==> src/pkg/jcc_pkg.sv <==
// constants, types and timing for the jtag configuration control block
// Notes on behaviour
// - loaded bridge connects jtag to the serial memory pins for full flash access
// - master with the bridge enters user mode despite config done held low
// - host sends flash data over jtag; device forwards it on the memory pins
// - no reconfiguration after flash write until the reconfig pulse instruction
// - reconfiguration resets the master and removes the bridge
// - io config load reloads the io shift chain, accepted anytime in user mode
// - io load refused in power-up; its flow ends with a tap reset
// - io config load never holds the status line low
// - park instruction idles the active configuration controller
// - reaching user mode re-engages a parked active controller
// - all user io are high impedance while io config load runs
// - resume also triggers reconfiguration
// - park has no effect in passive schemes
// - in passive schemes resume acts as the reconfig pulse instruction
package jcc_pkg;

  localparam int unsigned CLK_MHZ     = 100;
  localparam int unsigned IO_WAIT_US  = 230;
  localparam int unsigned IO_WAIT_CYC = IO_WAIT_US * CLK_MHZ;
  localparam int unsigned PWR_CNT_W   = 16;
  localparam int unsigned IR_W_DEF    = 10;

  localparam logic [9:0] OP_RECONFIG_DEF = 10'h001;
  localparam logic [9:0] OP_IO_LOAD_DEF  = 10'h00D;
  localparam logic [9:0] OP_PARK_DEF     = 10'h2D0;
  localparam logic [9:0] OP_RESUME_DEF   = 10'h2B0;
  localparam logic [9:0] OP_BRIDGE_DEF   = 10'h00E;

  // scheme straps: bit 1 set means an active scheme
  typedef enum logic [1:0] {
    SCH_ACTIVE_SERIAL   = 2'h2,
    SCH_ACTIVE_PARALLEL = 2'h3,
    SCH_PASSIVE_SERIAL  = 2'h0,
    SCH_FAST_PASSIVE    = 2'h1
  } jcc_scheme_t;

  typedef enum logic [3:0] {
    TAP_RESET, TAP_IDLE, TAP_SEL_DR, TAP_CAP_DR, TAP_SHIFT_DR, TAP_EXIT1_DR,
    TAP_PAUSE_DR, TAP_EXIT2_DR, TAP_UPD_DR, TAP_SEL_IR, TAP_CAP_IR,
    TAP_SHIFT_IR, TAP_EXIT1_IR, TAP_PAUSE_IR, TAP_EXIT2_IR, TAP_UPD_IR
  } jcc_tap_state_t;

endpackage : jcc_pkg

==> src/pkg/jcc_tap_if.sv <==
// tap strobe and state bundle between the top and the tap sequencer
`timescale 1ns/1ps
interface jcc_tap_if;
  import jcc_pkg::*;
  logic           tck_rise;
  logic           tms;
  jcc_tap_state_t st;

  modport tap  (input tck_rise, input tms, output st);
  modport core (output tck_rise, output tms, input st);
endinterface : jcc_tap_if

==> src/logic/jcc_top.sv <==
// jtag configuration control: instruction decode, flash bridge, io reload, park
`timescale 1ns/1ps
module jcc_top
  import jcc_pkg::*;
#(
  parameter int unsigned    IR_W        = IR_W_DEF,
  parameter logic [IR_W-1:0] OP_RECONFIG = IR_W'(OP_RECONFIG_DEF),
  parameter logic [IR_W-1:0] OP_IO_LOAD  = IR_W'(OP_IO_LOAD_DEF),
  parameter logic [IR_W-1:0] OP_PARK     = IR_W'(OP_PARK_DEF),
  parameter logic [IR_W-1:0] OP_RESUME   = IR_W'(OP_RESUME_DEF),
  parameter logic [IR_W-1:0] OP_BRIDGE   = IR_W'(OP_BRIDGE_DEF),
  parameter int unsigned    PWRUP_WAIT  = IO_WAIT_CYC
)
(
  // clock and reset
  input  wire logic          CORE_CLK,
  input  wire logic          RESETN,
  // tap pins
  input  wire logic          TCK,
  input  wire logic          TMS,
  input  wire logic          TDI,
  output logic               TDO,
  // configuration pins and core status
  input  wire jcc_pkg::jcc_scheme_t SCHEME_SELECT_PINS,
  input  wire logic          CONFIG_REQUEST_PIN_N,
  input  wire logic          STATUS_LINE_N,
  input  wire logic          CONFIG_DONE_LINE,
  input  wire logic          BRIDGE_LOADED,
  input  wire logic          USER_MODE_REACHED,
  // serial memory pins
  output logic               SERIAL_FLASH_CLOCK,
  output logic               ACTIVE_SERIAL_DATA_IN,
  output logic               FLASH_CHIP_SELECT_N,
  output logic               SERIAL_MEMORY_OE,
  input  wire logic          ACTIVE_SERIAL_DATA_OUT,
  // configuration control outputs
  output logic               ENTER_USER_MODE,
  output logic               RECONFIG_REQ,
  output logic               IO_CHAIN_RELOAD,
  output logic               USER_IO_HIZ,
  output logic               ACTIVE_CTRL_PARKED
);

  typedef struct packed {
    logic                 tck_d;
    logic [IR_W-1:0]      ir_sr;
    logic [IR_W-1:0]      ir;
    logic                 byp;
    logic                 tdo;
    logic                 pwrup_done;
    logic [PWR_CNT_W-1:0] pwr_cnt;
    logic                 parked;
    logic                 io_active;
    logic                 bridge;
    logic                 reconfig;
    logic                 io_load;
    logic                 sfc;
    logic                 active_serial_data_in;
    logic                 cs_n;
    logic                 user_d;
    logic                 stat_d;
  } jcc_top_st_t;

  jcc_top_st_t cur_ff;
  jcc_top_st_t nxt_cur;
  logic        rst_meta_ff;
  logic        rst_sync_ff;
  logic        tck_rise;
  logic        upd_ir;
  logic        active_sch;
  logic        bridge_sel;
  logic        cmd_reconfig;
  logic        cmd_resume;

  jcc_tap_if u_tif ();

  always_ff @(posedge CORE_CLK or negedge RESETN)
  begin
    if (!RESETN)
    begin
      rst_meta_ff <= 1'b0;
      rst_sync_ff <= 1'b0;
    end
    else
    begin
      rst_meta_ff <= 1'b1;
      rst_sync_ff <= rst_meta_ff;
    end
  end

  // tck is taken as synchronous; its rising edge becomes a one-cycle enable
  assign tck_rise       = TCK & ~cur_ff.tck_d;
  assign u_tif.tck_rise = tck_rise;
  assign u_tif.tms      = TMS;

  jcc_tap u_tap (
    .clk   (CORE_CLK),
    .rst_n (rst_sync_ff),
    .tif   (u_tif.tap)
  );

  assign upd_ir       = tck_rise && (u_tif.st == TAP_UPD_IR);
  assign active_sch   = SCHEME_SELECT_PINS[1];
  assign bridge_sel   = cur_ff.bridge && (cur_ff.ir == OP_BRIDGE);
  assign cmd_reconfig = upd_ir && (cur_ff.ir_sr == OP_RECONFIG);
  assign cmd_resume   = upd_ir && (cur_ff.ir_sr == OP_RESUME);

  always_comb
  begin
    nxt_cur          = cur_ff;
    nxt_cur.tck_d    = TCK;
    nxt_cur.user_d   = USER_MODE_REACHED;
    nxt_cur.stat_d   = STATUS_LINE_N;
    nxt_cur.reconfig = 1'b0;
    nxt_cur.io_load  = 1'b0;

    // power-up window: io load is refused until the wait elapses or status rises
    if (!cur_ff.pwrup_done)
    begin
      if (STATUS_LINE_N && !cur_ff.stat_d)
        nxt_cur.pwrup_done = 1'b1;
      else if (!CONFIG_REQUEST_PIN_N)
        nxt_cur.pwr_cnt = '0;
      else if (cur_ff.pwr_cnt >= PWR_CNT_W'(PWRUP_WAIT - 1))
        nxt_cur.pwrup_done = 1'b1;
      else
        nxt_cur.pwr_cnt = cur_ff.pwr_cnt + PWR_CNT_W'(1);
    end

    if (tck_rise)
    begin
      case (u_tif.st)
        TAP_RESET:
        begin
          nxt_cur.ir = '1;
          nxt_cur.io_active = 1'b0;
          // a tap reset re-engages the serial controller, not the parallel one
          if (SCHEME_SELECT_PINS == SCH_ACTIVE_SERIAL)
            nxt_cur.parked = 1'b0;
        end
        TAP_CAP_IR:   nxt_cur.ir_sr = IR_W'(1);
        TAP_SHIFT_IR: nxt_cur.ir_sr = {TDI, cur_ff.ir_sr[IR_W-1:1]};
        TAP_CAP_DR:   nxt_cur.byp = 1'b0;
        TAP_SHIFT_DR: nxt_cur.byp = TDI;
        TAP_UPD_IR:
        begin
          nxt_cur.ir = cur_ff.ir_sr;
          if (cur_ff.ir_sr == OP_IO_LOAD && cur_ff.pwrup_done)
          begin
            nxt_cur.io_active = 1'b1;
            nxt_cur.io_load   = 1'b1;
          end
          if (cur_ff.ir_sr == OP_PARK && active_sch)
            nxt_cur.parked = 1'b1;
          if (cur_ff.ir_sr == OP_RESUME)
            nxt_cur.parked = 1'b0;
        end
        default:
        begin
          nxt_cur.byp = cur_ff.byp;
        end
      endcase
    end

    // flash data is set up while tck is low, ahead of the flash clock rise
    if (!TCK && u_tif.st == TAP_SHIFT_DR)
      nxt_cur.active_serial_data_in = TDI;

    // the flash is only touched by explicit jtag traffic, never by itself
    if (cmd_reconfig || cmd_resume)
      nxt_cur.reconfig = 1'b1;

    if (cur_ff.reconfig || !CONFIG_REQUEST_PIN_N)
      nxt_cur.bridge = 1'b0;
    else if (BRIDGE_LOADED)
      nxt_cur.bridge = 1'b1;

    if (USER_MODE_REACHED && !cur_ff.user_d)
      nxt_cur.parked = 1'b0;

    // bridge path: tck mirrored onto the flash clock only while shifting
    nxt_cur.cs_n = !(bridge_sel && (u_tif.st == TAP_SHIFT_DR));
    // no clock pulse on entry to shift-dr, only after a shifting rise
    nxt_cur.sfc  = bridge_sel && TCK && (u_tif.st == TAP_SHIFT_DR) &&
                   (tck_rise || cur_ff.sfc);
    if (u_tif.st == TAP_SHIFT_IR)
      nxt_cur.tdo = cur_ff.ir_sr[0];
    else if (bridge_sel)
      nxt_cur.tdo = ACTIVE_SERIAL_DATA_OUT;
    else
      nxt_cur.tdo = cur_ff.byp;
  end

  always_ff @(posedge CORE_CLK or negedge rst_sync_ff)
  begin
    if (!rst_sync_ff)
    begin
      cur_ff            <= '0;
      cur_ff.ir         <= '1;
      cur_ff.ir_sr      <= '1;
      cur_ff.cs_n       <= 1'b1;
      // a tck or status already high at release is not an edge
      cur_ff.tck_d      <= 1'b1;
      cur_ff.stat_d     <= 1'b1;
    end
    else
      cur_ff <= nxt_cur;
  end

  assign TDO                   = cur_ff.tdo;
  assign SERIAL_FLASH_CLOCK    = cur_ff.sfc;
  assign ACTIVE_SERIAL_DATA_IN = cur_ff.active_serial_data_in;
  assign FLASH_CHIP_SELECT_N   = cur_ff.cs_n;
  // pins released once the bridge is gone so the flash can configure the chain
  assign SERIAL_MEMORY_OE      = cur_ff.bridge;
  assign ENTER_USER_MODE       = CONFIG_DONE_LINE | cur_ff.bridge;
  assign RECONFIG_REQ          = cur_ff.reconfig;
  assign IO_CHAIN_RELOAD       = cur_ff.io_load;
  assign USER_IO_HIZ           = cur_ff.io_active;
  assign ACTIVE_CTRL_PARKED    = cur_ff.parked;

  property p_cs_needs_bridge;
    @(posedge CORE_CLK) disable iff (!rst_sync_ff)
      !FLASH_CHIP_SELECT_N |-> $past(cur_ff.bridge) && $past(cur_ff.ir == OP_BRIDGE);
  endproperty
  a_cs_needs_bridge: assert property (p_cs_needs_bridge)
    else $error("flash selected without bridge instruction");

  property p_user_with_bridge;
    @(posedge CORE_CLK) disable iff (!rst_sync_ff)
      (BRIDGE_LOADED && CONFIG_REQUEST_PIN_N && !RECONFIG_REQ) |=> ENTER_USER_MODE;
  endproperty
  a_user_with_bridge: assert property (p_user_with_bridge)
    else $error("bridge loaded but user mode not entered");

  property p_reconfig_cause;
    @(posedge CORE_CLK) disable iff (!rst_sync_ff)
      RECONFIG_REQ |-> $past(cmd_reconfig || cmd_resume);
  endproperty
  a_reconfig_cause: assert property (p_reconfig_cause)
    else $error("reconfiguration without instruction");

  property p_instr_reconfig;
    @(posedge CORE_CLK) disable iff (!rst_sync_ff)
      (cmd_reconfig || cmd_resume) |=> RECONFIG_REQ ##1 !SERIAL_MEMORY_OE;
  endproperty
  a_instr_reconfig: assert property (p_instr_reconfig)
    else $error("reconfiguration did not remove the bridge");

  property p_io_not_pwrup;
    @(posedge CORE_CLK) disable iff (!rst_sync_ff)
      IO_CHAIN_RELOAD |-> $past(cur_ff.pwrup_done) && USER_IO_HIZ;
  endproperty
  a_io_not_pwrup: assert property (p_io_not_pwrup)
    else $error("io reload during power-up");

  property p_io_ends_tap_reset;
    @(posedge CORE_CLK) disable iff (!rst_sync_ff)
      $fell(USER_IO_HIZ) |-> $past(u_tif.st) == TAP_RESET;
  endproperty
  a_io_ends_tap_reset: assert property (p_io_ends_tap_reset)
    else $error("io high impedance ended without tap reset");

  property p_io_no_reconfig;
    @(posedge CORE_CLK) disable iff (!rst_sync_ff)
      IO_CHAIN_RELOAD |-> !RECONFIG_REQ;
  endproperty
  a_io_no_reconfig: assert property (p_io_no_reconfig)
    else $error("io reload caused reconfiguration");

  property p_park_active_only;
    @(posedge CORE_CLK) disable iff (!rst_sync_ff)
      $rose(ACTIVE_CTRL_PARKED) |-> $past(active_sch) && $past(upd_ir);
  endproperty
  a_park_active_only: assert property (p_park_active_only)
    else $error("park took effect in passive scheme");

  property p_user_unparks;
    @(posedge CORE_CLK) disable iff (!rst_sync_ff)
      (USER_MODE_REACHED && !cur_ff.user_d) |=> !ACTIVE_CTRL_PARKED;
  endproperty
  a_user_unparks: assert property (p_user_unparks)
    else $error("parked controller not re-engaged at user mode");

  c_reconfig: cover property (@(posedge CORE_CLK) disable iff (!rst_sync_ff) RECONFIG_REQ);
  c_io_load:  cover property (@(posedge CORE_CLK) disable iff (!rst_sync_ff) IO_CHAIN_RELOAD);
  c_flash:    cover property (@(posedge CORE_CLK) disable iff (!rst_sync_ff)
                              !FLASH_CHIP_SELECT_N ##1 SERIAL_FLASH_CLOCK);
  c_park:     cover property (@(posedge CORE_CLK) disable iff (!rst_sync_ff)
                              $rose(ACTIVE_CTRL_PARKED));

endmodule : jcc_top

==> src/logic/jcc_tap.sv <==
// ieee 1149.1 tap state sequencer, stepped by the tck rising-edge enable
`timescale 1ns/1ps
module jcc_tap
  import jcc_pkg::*;
(
  // clock and reset
  input wire logic clk,
  input wire logic rst_n,
  // tap strobes and state
  jcc_tap_if.tap   tif
);

  typedef struct packed {
    jcc_tap_state_t st;
  } jcc_tap_st_t;

  jcc_tap_st_t cur_ff;
  jcc_tap_st_t nxt_cur;

  assign tif.st = cur_ff.st;

  always_comb
  begin
    nxt_cur = cur_ff;
    if (tif.tck_rise)
    begin
      case (cur_ff.st)
        TAP_RESET:    nxt_cur.st = tif.tms ? TAP_RESET    : TAP_IDLE;
        TAP_IDLE:     nxt_cur.st = tif.tms ? TAP_SEL_DR   : TAP_IDLE;
        TAP_SEL_DR:   nxt_cur.st = tif.tms ? TAP_SEL_IR   : TAP_CAP_DR;
        TAP_CAP_DR:   nxt_cur.st = tif.tms ? TAP_EXIT1_DR : TAP_SHIFT_DR;
        TAP_SHIFT_DR: nxt_cur.st = tif.tms ? TAP_EXIT1_DR : TAP_SHIFT_DR;
        TAP_EXIT1_DR: nxt_cur.st = tif.tms ? TAP_UPD_DR   : TAP_PAUSE_DR;
        TAP_PAUSE_DR: nxt_cur.st = tif.tms ? TAP_EXIT2_DR : TAP_PAUSE_DR;
        TAP_EXIT2_DR: nxt_cur.st = tif.tms ? TAP_UPD_DR   : TAP_SHIFT_DR;
        TAP_UPD_DR:   nxt_cur.st = tif.tms ? TAP_SEL_DR   : TAP_IDLE;
        TAP_SEL_IR:   nxt_cur.st = tif.tms ? TAP_RESET    : TAP_CAP_IR;
        TAP_CAP_IR:   nxt_cur.st = tif.tms ? TAP_EXIT1_IR : TAP_SHIFT_IR;
        TAP_SHIFT_IR: nxt_cur.st = tif.tms ? TAP_EXIT1_IR : TAP_SHIFT_IR;
        TAP_EXIT1_IR: nxt_cur.st = tif.tms ? TAP_UPD_IR   : TAP_PAUSE_IR;
        TAP_PAUSE_IR: nxt_cur.st = tif.tms ? TAP_EXIT2_IR : TAP_PAUSE_IR;
        TAP_EXIT2_IR: nxt_cur.st = tif.tms ? TAP_UPD_IR   : TAP_SHIFT_IR;
        TAP_UPD_IR:   nxt_cur.st = tif.tms ? TAP_SEL_DR   : TAP_IDLE;
        default:      nxt_cur.st = TAP_RESET;
      endcase
    end
  end

  always_ff @(posedge clk or negedge rst_n)
  begin
    if (!rst_n)
      cur_ff <= '{st: TAP_RESET};
    else
      cur_ff <= nxt_cur;
  end

  property p_tap_reset_holds;
    @(posedge clk) disable iff (!rst_n)
      (cur_ff.st == TAP_RESET && tif.tck_rise && tif.tms) |=> (cur_ff.st == TAP_RESET);
  endproperty
  a_tap_reset_holds: assert property (p_tap_reset_holds)
    else $error("tap left reset with tms high");

  property p_tap_still;
    @(posedge clk) disable iff (!rst_n)
      !tif.tck_rise |=> $stable(cur_ff.st);
  endproperty
  a_tap_still: assert property (p_tap_still)
    else $error("tap moved without a tck edge");

endmodule : jcc_tap

==> config.mk <==
export PLATFORM = sky130hd
export DESIGN_NAME = jcc_top
export DESIGN_NICKNAME = d
export VERILOG_FILES = /design/src/pkg/jcc_pkg.sv /design/src/pkg/jcc_tap_if.sv /design/src/logic/jcc_top.sv /design/src/logic/jcc_tap.sv
export SDC_FILE = /design/constraint.sdc
export NUM_CORES = 1
export LEC_CHECK = 0
export BUFFER_PORTS_ARGS = -buffer_cell sky130_fd_sc_hd__buf_2
export CAP_MARGIN = 40
export CORE_MARGIN = 2
export CORE_UTILIZATION = 45
export CTS_CLUSTER_SIZE = 10
export DETAILED_ROUTE_END_ITERATION = 10
export GPL_TIMING_DRIVEN = 0
export REMOVE_ABC_BUFFERS = 1
export SLEW_MARGIN = 20
export SYNTH_ARGS = -nofsm -noshare
export SYNTH_HDL_FRONTEND = slang
export SYNTH_SLANG_ARGS = --single-unit
==> constraint.sdc <==
create_clock -name CORE_CLK -period 2 [get_ports CORE_CLK]
set_clock_uncertainty 0.05 [all_clocks]
set_input_delay 0.3 -clock CORE_CLK [delete_from_list [all_inputs] [get_ports CORE_CLK]]
set_output_delay 0.3 -clock CORE_CLK [all_outputs]
set_load 0.03 [all_outputs]
==> impl_summary.log <==
INFO  metric netlist_area = 2830 um2
INFO  metric drt-vias-per-instance = 6.01
INFO  metric synth.lib_cells_used.distinct = 50
INFO  metric die-height = 83.3 um
INFO  metric layout.cells.non_filler = 394
INFO  metric critical-path-slowest-cell = dfrtp_1
INFO  metric setup.worst_path.end_class = register
INFO  metric count_of_final_hold_check_violations = 0
INFO  metric timing_worst_setup_path_type = reg -> reg
INFO  metric gp_congestion = 0.861
INFO  metric dieArea = 6930 um2
INFO  metric globalRouteTotalUtil = 0.183
INFO  metric max-clock-path-buffers = 2
INFO  metric maxCapViolations = 0
INFO  metric maximum_number_of_pins_on_one_net_before_global_route_repair = 55
INFO  metric slowest_delay = 0.45 ns
INFO  metric maxSlewHeadroom = 0.540
INFO  metric routed-via-count = 2368
INFO  metric floorplan.io_pins = 23
INFO  metric final_max_slew_viol_count = 0
INFO  metric worst_setup_hold_path_clk_slew = 0.10 ns
INFO  metric synth-seq-cells = 56
INFO  metric placeableCoreArea = 5990 um2
INFO  metric fraction_of_registers_with_async_set_or_reset_after_synthesis = 1.00
INFO  metric starting_density = 0.472
INFO  metric power.density_cell_area = 928 nW/um2
INFO  metric max_clock_freq = 527 MHz
INFO  metric portBuffers = 22
INFO  metric cp_data_required_time = 2.14 ns
INFO  metric tritoncts_clock_tree = built
INFO  metric finish.instance_area = 3250 um2
INFO  metric post-route-min-period = 1.90 ns
INFO  metric synth_top_cell_area_share = 0.292
INFO  metric syn_avg_cell_area = 9.65 um2
INFO  metric min_delay_path_depth = 1
INFO  metric post-synth-top-area-cell = dfrtp_1
INFO  metric post_place_setup_slack = -0.354 ns
INFO  metric worst-path-buf-inv = 1
INFO  metric post_drt_wl_per_cell = 15.8 um
INFO  metric fin_tns_setup = 0 ns
INFO  metric diodes = 0
INFO  metric post_synth_main_area_contributors = dfrtp_1 29%, dfstp_2 21%, nand2_1 5.8%, o22a_1 3.4%, nand3_1 3.2%
INFO  metric placed_cells = 373
INFO  metric yosys_warnings = 0
INFO  metric number_of_enable_flip_flop_cells_after_synthesis = 0
INFO  metric worst_ir_drop_vdd = 0.000617 V
INFO  metric worstSetupPathDepth = 6
INFO  metric placed_cell_area = 2960 um2
INFO  metric overflow = 0
INFO  metric r2r.worst_path.cells = 6
INFO  metric worst-endpoint-arrival = 2.04 ns
INFO  metric final_routed_wirelength = 6.21 mm
INFO  metric critical-path-top-delay-family = compound AO/OA/AOI/OAI gates
INFO  metric timing_worst_slew_pin_value = 0.691 ns
INFO  metric clk-insertion-delay-late = 0.31 ns
INFO  metric number_of_global_route_vias_before_repair = 2121
INFO  metric fin_nets = 332
INFO  metric drt-initial-drc-count = 245
INFO  metric cts_max_level = 2
INFO  metric worst_slack = 0.103 ns
INFO  metric synthFlopType = dfrtp_1
INFO  metric drt_pass1_iterations = 5
INFO  metric layout-area-overhead-vs-synth = 15.0%
INFO  metric remaining_drc_errors = 0
INFO  metric critical_path.max_fanout = 6
INFO  metric holdCritPathClass = in -> reg
INFO  metric ratio_of_cells_with_drive_above_1_in_the_final_layout = 0.276
INFO  metric nFillCells = 527
INFO  metric largest_register_ff_count = 41
INFO  metric setup_repair_after_global_routing_missed_its_margin = false
INFO  metric cts_inserted_buffers = 5
INFO  metric std_cell_rows = 28
INFO  metric status = completed
INFO  metric clock-sinks = 56
INFO  metric antenna_left = 0
INFO  metric critPathLaunchType = register
INFO  metric final_cell_utilization_of_the_core = 0.543
INFO  metric chipWidth = 83.3 um
INFO  metric ctsRootBufferMaster = clkbuf_8
INFO  metric place_hpwl = 3.90 mm
INFO  metric setup_viol = 0
INFO  metric period_share = 0.948
INFO  metric max_flop_register = cur_ff
INFO  metric path_cells = nor3b_1 > nand3_2 > o21ai_2 > buf_4 > nor4_1 > a211o_1
INFO  metric post_synthesis_cell_count = 293
INFO  metric static-leakage-power = 1.28 nW
INFO  metric antenna_violations_before_repair = 0
INFO  metric grt_first_pass_wirelength = 10.4 mm
INFO  metric ys_seq_area_frac = 0.506
[metrics by stage]
| stage | power [mW] | hold slack [ns] |
|---|---|---|
| 5_1_grt | 3.20 | 0.0369 |
| 3_5_place_dp | 2.12 | 0.0363 |
| 6_report | 3.02 | 0.0540 |
| 2_1_floorplan | 1.94 | -0.0456 |
| 4_1_cts | 2.92 | 0.0420 |
| 3_3_place_gp | 2.11 | 0.0356 |
[layout make-up]
cell class,instances,area [um2],share of cell area
Tap cell,75,93.8,0.0289
Multi-Input combinational cell,213,1380,0.423
Inverter,8,30.0,0.00924
Sequential cell,56,1440,0.443
Clock buffer,6,72.6,0.0223
Timing Repair Buffer,34,203,0.0624
Clock inverter,2,35.0,0.0108
[cell usage in the layout (no fill, tap or decap), drive strengths merged, types with 7 or more instances in the layout]
cell    Yosys  layout
o22a       11      11
nand2      44      44
o21ai      14      16
o211ai      8       8
nor2       12      12
or4         7       7
dfrtp      33      33
a21oi      14      14
a211o       7       7
nor4        7       7
buf         5      33
nand3      19      19
inv         8       8
dfstp      23      23
[report_power, final]
group          leakage (nW)  internal (mW)  switching (mW)
clock network        0.0552          0.372           0.361
registers             0.624           1.32           0.179
logic                 0.601          0.382           0.404
total                  1.28           2.07           0.944
[routing by layer]
| layer | share of wire | track usage |
|---|---|---|
| met1 | 0.51 | 0.282 |
| met2 | 0.44 | 0.260 |
| met3 | 0.049 | 0.0388 |
| met4 | 0.0043 | 0.0462 |
| met5 | 0 | 0 |
[what timing repair did]
| item | 4_1_cts | 5_1_grt |
|---|---|---|
| gates resized for setup | 11 | 9 |
| setup endpoints to repair | 38 | 19 |
| pin swaps | 2 | 2 |
| hold buffers | 1 | 0 |
| cloned | 2 | 0 |
| hold endpoints to repair | 2 | 0 |
| setup buffers | 3 | 7 |
[worst paths after layout]
kind	startpoint	to	slack, ns
worst min-delay path	USER_MODE_REACHED	cur_ff[1]	0.05
worst max register to register	cur_ff[23]	cur_ff[19]	0.10
min in group asynchronous	RESETN	rst_sync_ff	0.25
max in group asynchronous	rst_sync_ff	u_tap.tif.st[0]	1.07
worst min register to register	rst_meta_ff	rst_sync_ff	0.31
worst max-delay path	cur_ff[23]	cur_ff[19]	0.10
[Yosys cell counts, drive strengths merged (4+ instances only)]
cell type and instances:
clkbuf 13, nor2b 6, nor4 7, o22ai 4, inv 8, o211ai 8
nor3 5, dfrtp 33, dfstp 23, a21oi 14, nor2 12, nand2 44
or4 7, o22a 11, nand4 6, a211o 7, o21ai 14, buf 5
nand3 19
[kinds of logic after synthesis]
group	synth area share
simple gates	0.227
compound gates	0.203
flops	0.506
buf+inv	0.0398
mux	0.0186
fa+ha+maj	0.00442
other cells	0.00133
No activity file was read; power rests on OpenSTA's default activity.
